### src/pkg/asr_pkg.sv
package asr_pkg;
   // memory shape
   localparam int ADDR_W = 19;
   localparam int DATA_W = 8;
   // clock
   localparam int CLK_NS = 50;
   // speed grade timings, faster grade (ns)
   localparam int READ_PERIOD_MIN_NS   = 55;
   localparam int ACCESS_MAX_NS        = 55;
   localparam int WRITE_PULSE_MIN_NS   = 40;
   localparam int DATA_OVERLAP_MIN_NS  = 25;
   localparam int WRITE_TO_FLOAT_MAX_NS = 20;
   localparam int ADDR_TO_END_MIN_NS   = 50;
   localparam int RETENTION_RECOVERY_NS = READ_PERIOD_MIN_NS;
   // least times round up, never below one cycle
   function automatic int asr_cyc(input int ns);
      int c;
      c = (ns + CLK_NS - 1) / CLK_NS;
      return (c < 1) ? 1 : c;
   endfunction : asr_cyc
   // write pulse must cover overlap plus float time, whichever is larger
   localparam int WP_NS = (WRITE_PULSE_MIN_NS > DATA_OVERLAP_MIN_NS + WRITE_TO_FLOAT_MAX_NS)
                          ? WRITE_PULSE_MIN_NS : DATA_OVERLAP_MIN_NS + WRITE_TO_FLOAT_MAX_NS;
   localparam int WP_CYC  = (asr_cyc(WP_NS) > asr_cyc(ADDR_TO_END_MIN_NS))
                          ? asr_cyc(WP_NS) : asr_cyc(ADDR_TO_END_MIN_NS);
   localparam int RD_CYC  = asr_cyc(ACCESS_MAX_NS) + 4; // plus sync stages, filter and capture
   localparam int GAP_CYC = asr_cyc(READ_PERIOD_MIN_NS);
   localparam int REC_CYC = asr_cyc(RETENTION_RECOVERY_NS);
   localparam int CNT_W   = 4;
   // pins toward the memory
   typedef struct packed {
      logic [ADDR_W-1:0] word_addr;
      logic              chip_sel_n;
      logic              out_en_n;
      logic              wr_en_n;
   } asr_pins_t;
   // request from the user
   typedef struct packed {
      logic              write;
      logic [ADDR_W-1:0] addr;
      logic [DATA_W-1:0] wdata;
   } asr_req_t;
endpackage : asr_pkg

### src/design/asr_sync.sv
// three flop synchroniser; a change counts once stages two and three agree
module asr_sync
   import asr_pkg::*;
#(
   parameter int W = 8
) (
   input  wire logic         clk,
   input  wire logic         resetn,
   input  wire logic [W-1:0] din,
   output logic      [W-1:0] dout
);
   logic [W-1:0] s1;
   logic [W-1:0] s2;
   logic [W-1:0] s3;

   // shift chain and agreement filter
   always_ff @(posedge clk or negedge resetn) begin
      if (!resetn) begin
         s1   <= '0;
         s2   <= '0;
         s3   <= '0;
         dout <= '0;
      end else begin
         s1 <= din;
         s2 <= s1;
         s3 <= s2;
         if (s2 == s3) begin
            dout <= s3;
         end
      end
   end
endmodule : asr_sync

### src/design/asr_ctrl.sv
// Function
// - accesses spaced by one cycle time
// - write pulse at least 40 ns
// - address stable before write starts
// - select low 50 ns to end of write
// - data valid 25 ns before write end
// - address held through write recovery
// - never fight the device on the bus
// - pulse covers overlap plus float time
// - deselect for retention, recover one cycle
module asr_ctrl
   import asr_pkg::*;
(
   input  wire logic              clk,
   input  wire logic              resetn,
   input  wire logic              req_valid,
   output logic                   req_ready,
   input  wire asr_req_t          req,
   output logic                   rsp_valid,
   output logic      [DATA_W-1:0] rsp_data,
   input  wire logic              retain_req,
   output logic                   retain_ack,
   output asr_pins_t              pins,
   input  wire logic [DATA_W-1:0] bus_in,
   output logic      [DATA_W-1:0] bus_out,
   output logic                   bus_oe_n
);
   typedef enum logic [2:0] {
      ASR_IDLE, ASR_READ, ASR_WSET, ASR_WPULSE, ASR_WREC, ASR_GAP, ASR_RETAIN, ASR_RECOVER
   } asr_state_t;

   asr_state_t        state;
   logic [CNT_W-1:0]  cnt;
   logic [DATA_W-1:0] bus_sync;

   asr_sync #(.W(DATA_W)) u_sync (
      .clk    (clk),
      .resetn (resetn),
      .din    (bus_in),
      .dout   (bus_sync)
   );

   assign req_ready  = (state == ASR_IDLE) && !retain_req;
   assign retain_ack = (state == ASR_RETAIN);

   // sequencer: each access ends with a spacing gap
   always_ff @(posedge clk or negedge resetn) begin
      if (!resetn) begin
         state <= ASR_IDLE;
         cnt   <= '0;
      end else begin
         case (state)
            ASR_IDLE: begin
               if (retain_req) begin
                  state <= ASR_RETAIN;
               end else if (req_valid) begin
                  state <= req.write ? ASR_WSET : ASR_READ;
                  cnt   <= CNT_W'(RD_CYC - 1);
               end
            end
            ASR_READ: begin
               if (cnt == '0) begin
                  state <= ASR_GAP;
                  cnt   <= CNT_W'(GAP_CYC - 1);
               end else begin
                  cnt <= cnt - 1'b1;
               end
            end
            ASR_WSET: begin
               state <= ASR_WPULSE;
               cnt   <= CNT_W'(WP_CYC - 1);
            end
            ASR_WPULSE: begin
               if (cnt == '0) begin
                  state <= ASR_WREC;
               end else begin
                  cnt <= cnt - 1'b1;
               end
            end
            ASR_WREC: begin
               state <= ASR_GAP;
               cnt   <= CNT_W'(GAP_CYC - 1);
            end
            ASR_GAP: begin
               if (cnt == '0) begin
                  state <= ASR_IDLE;
               end else begin
                  cnt <= cnt - 1'b1;
               end
            end
            ASR_RETAIN: begin
               if (!retain_req) begin
                  state <= ASR_RECOVER;
                  cnt   <= CNT_W'(REC_CYC - 1);
               end
            end
            ASR_RECOVER: begin
               if (cnt == '0) begin
                  state <= ASR_IDLE;
               end else begin
                  cnt <= cnt - 1'b1;
               end
            end
            default: begin
               state <= ASR_IDLE;
            end
         endcase
      end
   end

   // address and write data latched at acceptance, held through recovery
   always_ff @(posedge clk or negedge resetn) begin
      if (!resetn) begin
         pins.word_addr <= '0;
         bus_out        <= '0;
      end else if (state == ASR_IDLE && req_valid && !retain_req) begin
         pins.word_addr <= req.addr;
         bus_out        <= req.wdata;
      end
   end

   // control strobes from the next state
   always_ff @(posedge clk or negedge resetn) begin
      if (!resetn) begin
         pins.chip_sel_n <= 1'b1;
         pins.out_en_n   <= 1'b1;
         pins.wr_en_n    <= 1'b1;
         bus_oe_n        <= 1'b1;
      end else begin
         case (state)
            ASR_IDLE: begin
               pins.chip_sel_n <= !(req_valid && !retain_req);
               pins.out_en_n   <= !(req_valid && !retain_req && !req.write);
               pins.wr_en_n    <= 1'b1;
               bus_oe_n        <= 1'b1;
            end
            ASR_READ: begin
               pins.chip_sel_n <= (cnt == '0);
               pins.out_en_n   <= (cnt == '0);
            end
            ASR_WSET: begin
               pins.wr_en_n <= 1'b0;
               bus_oe_n     <= 1'b0;
            end
            ASR_WPULSE: begin
               if (cnt == '0) begin
                  pins.wr_en_n <= 1'b1;
               end
            end
            ASR_WREC: begin
               pins.chip_sel_n <= 1'b1;
               bus_oe_n        <= 1'b1;
            end
            default: begin
               pins.chip_sel_n <= 1'b1;
               pins.out_en_n   <= 1'b1;
               pins.wr_en_n    <= 1'b1;
               bus_oe_n        <= 1'b1;
            end
         endcase
      end
   end

   // read data captured after the synchroniser has settled
   always_ff @(posedge clk or negedge resetn) begin
      if (!resetn) begin
         rsp_valid <= 1'b0;
         rsp_data  <= '0;
      end else begin
         rsp_valid <= 1'b0; // answer stands for one cycle only
         if (state == ASR_READ && cnt == '0) begin
            rsp_data  <= bus_sync;
            rsp_valid <= 1'b1;
         end
      end
   end
endmodule : asr_ctrl

### config.mk
export PLATFORM = sky130hd
export DESIGN_NAME = asr_ctrl
export DESIGN_NICKNAME = d
export VERILOG_FILES = /design/src/pkg/asr_pkg.sv /design/src/design/asr_sync.sv /design/src/design/asr_ctrl.sv
export SDC_FILE = /design/constraint.sdc
export NUM_CORES = 1
export LEC_CHECK = 0
export ABC_AREA = 1
export BUFFER_PORTS_ARGS = -buffer_cell sky130_fd_sc_hd__clkbuf_2
export CAP_MARGIN = 0
export CORE_MARGIN = 1.5
export CORE_UTILIZATION = 52
export DETAILED_ROUTE_END_ITERATION = 10
export PLACE_DENSITY = 0.78
export SKIP_CTS_REPAIR_TIMING = 1
export SLEW_MARGIN = 0
export SYNTH_ARGS = -nofsm -noshare
export SYNTH_HDL_FRONTEND = slang
export SYNTH_SLANG_ARGS = --single-unit
### constraint.sdc
create_clock -name clk -period 1.7 [get_ports clk]
set_input_delay 0.085 -clock clk [delete_from_list [all_inputs] [get_ports clk]]
set_output_delay 0.085 -clock clk [all_outputs]
set_load 0.02 [all_outputs]
==> impl_metrics.ini <==
[status]
status = complete, no violations

[routing]
wl_per_cell_um = 12.5
wirelength_mm = 6.88
dr.pass1.iters = 4
drtIter0Drc = 118
vias = 2670
drc = 0
postRouteAntennaNets = 0
via_per_inst = 4.86

[hold_path]
min_from = req_valid
hold_path.class = input port to flip-flop
hold_depth = 4
holdPathEnd = pins[2]

[cts]
numCtsBuffers = 9
clock_sinks = 79
clk_root_buffer_cell = clkbuf_8
clkTransAtPathRegs_ns = 0.09
worst_skew_pair.late_latency_ns = 0.34
cts-htree-levels = 3
clockBufferDepth = 2
tritoncts = yes

[setup_path]
reg2reg_slack_ns = 0.16
critPathCaptureType = flip-flop
cpMaxStageDelayCell = dfrtp_1
r2r-start = state[0]
crit_fanout = 27
cp-start-kind = flip-flop
required_ns = 1.97
crit_path_max_incr_delay_ns = 0.55
crit_chain = inv_2, nand2_4, nor2_4, nand2_4, buf_4, nand2_1, nand2_1
path_class = flip-flop to flip-flop
rr_endpoint = pins[13]
reg2regPathDepth = 7
arrival_ns = 1.81

[yosys]
synthTopCellsByArea = dfrtp_1, nand2_1, dfstp_2, nand3_1, ha_1
netlist_area_um2 = 3240
syn_nets = 389
synthDominantCellAreaShare_pct = 58.0
synth_warnings = 0
syn_avg_cell_area_um2 = 9.44
synth_cells = 343
async_reset_ff_share_pct = 100
yosysTopAreaCell = dfrtp_1
synth_seq_area_share_pct = 61.2
yosysUniqueCellTypes = 26
ys_seq_elements = 79
ys.flop_type = dfrtp_1
synth_edf_count = 0

[sta]
fin_crit_ns = 1.54
worst_pin_slew_ns = 0.406
final.setup.worst_slack_ns = 0.163
slew_violations = 0
clock.fmax_ghz = 0.651
rsz0062_at_grt = no
fin_skew_ns = 0.00991
finalCritPeriodShare_pct = 90.4
setup_viol = 0
hold_viol_final = 0
relSlewSlack_pct = 72.7

[place]
dp_slack_ns = 0.126
hpwl_mm = 4.40
port_buffers = 81
dpl_cell_area_um2 = 3720
gp_congestion = 0.887
dp_cells = 497

[power_and_ir_drop]
leakagePower_uw = 0.00238
p_per_area_nw_per_um2 = 1600
p_switching_uw = 2870
combPwrFrac_pct = 39.4
clockPowerShare_pct = 18.8
pwr-share-seq_pct = 41.8
power.internal_uw = 3960
finalPower_uw = 6830
ir_drop_v = 0.000924
power_switching_share_pct = 42.1

[job]
drv_cap = 0

[die]
die_h_um = 81.9
num_io_pins = 82
dieArea_um2 = 6710
core-area_um2 = 5960
start_util_pct = 54.3
die_x_um = 81.9
rows = 28

[global_route]
grt_overflow_total = 0
grt_pass1_vias = 2328
antenna_found_initial = 0
grt_pass1_wl_mm = 10.3
grt_use_total_pct = 20.5
grt_max_degree = 39

[layout]
mostFrequentLayoutCells = nand2_1, clkbuf_2, dfrtp_1
area_growth_pct = 32.0
finalInstanceArea_um2 = 4270
num_antenna_cells = 0
drive_above_1_share_pct = 26.4
final_nets = 515
post-route-util_pct = 71.7
layout_commonest_cell = nand2_1
finalNonFillerCells = 549
cell usage after synthesis (2+ instances only):
master and number:
buf_2 2, nor2_2 5, inv_1 16, inv_2 3, nor2_4 2, buf_6 5, dfstp_2 4, a21oi_1 4
nand2_2 3, ha_1 6, nand3_1 18, dfrtp_1 75, nor2_1 9, nand2_4 2, o21bai_1 3, nand2_1 165
xnor2_1 7, o21ai_0 6
final cells by class:
type,instances,area [um^2]
clock buffers,9,124
well taps,75,93.8
clock inverters,7,65.1
inverters,20,77.6
fillers,457,1680
flip-flops and latches,79,1980
multi-input cells,237,1110
repair buffers,122,818
flip-flops by register name (all words and copies together) (netlist names):
name         count
u_sync.dout      8
u_sync.s1        8
rsp_valid        1
u_sync.s2        8
rsp_data         8
pins            22
bus_out          8
bus_oe_n         1
state            3
u_sync.s3        8
cnt              4
worst max-delay path by stage:
stage	startpoint	slack (ns)	to	cells past startpoint
finish	state[0]	0.16	pins[13]	7
CTS	state[2]	-0.02	retain_ack	3
floorplan	state[2]	0.25	bus_out[7]	9
detailed placement	state[2]	0.13	cnt[0]	6
global placement	state[2]	0.18	cnt[0]	6
global route	cnt[1]	0.02	rsp_data[2]	8
power groups by stage:
| stage | Combinational, uW | Sequential (uW) | Clock [uW] |
|---|---|---|---|
| 3_3_place_gp | 2550 | 2870 | 0 |
| 4_1_cts | 2620 | 2850 | 1330 |
| 3_5_place_dp | 2630 | 2860 | 0 |
| 2_1_floorplan | 1430 | 3270 | 0 |
| 6_report | 2690 | 2850 | 1280 |
| 5_1_grt | 3040 | 2920 | 1430 |
metrics by stage:
step           hold WS, ns  setup TNS, ns
2_1_floorplan       -0.211              0
3_3_place_gp        0.0130              0
3_5_place_dp        0.0164              0
4_1_cts             -0.368        -0.0160
5_1_grt             0.0798              0
6_report            0.0476              0
metal layers:
| metal | vias up | wire length [um] | GRT usage, % |
|---|---|---|---|
| li1 | 1306 | - | - |
| met1 | 1269 | 2900 | 27.8 |
| met2 | 87 | 3490 | 29.9 |
| met3 | 8 | 430 | 6.67 |
| met4 | 0 | 61 | 9.15 |
| met5 | - | 0 | 0 |
critical path: cells and delay by family, from the launching register on:
family	cells	cell delay [ns]
DFF	1	0.55
buffers and inverters	2	0.45
and+or+nand+nor	5	0.46
cells by family (layout without fill, tap and decap cells):
family / Yosys count / after routing / synth area share [%]
DFF: 79 / 79 / 61.2
and+or+nand+nor: 209 / 209 / 27.4
xor gates and xnor gates: 8 / 8 / 2.16
buffers and inverters: 27 / 158 / 4.45
adders and majority gates: 6 / 6 / 2.32
AOI/OAI and AO/OA: 14 / 14 / 2.44
Note: power is estimated with default switching activity, not from simulation.
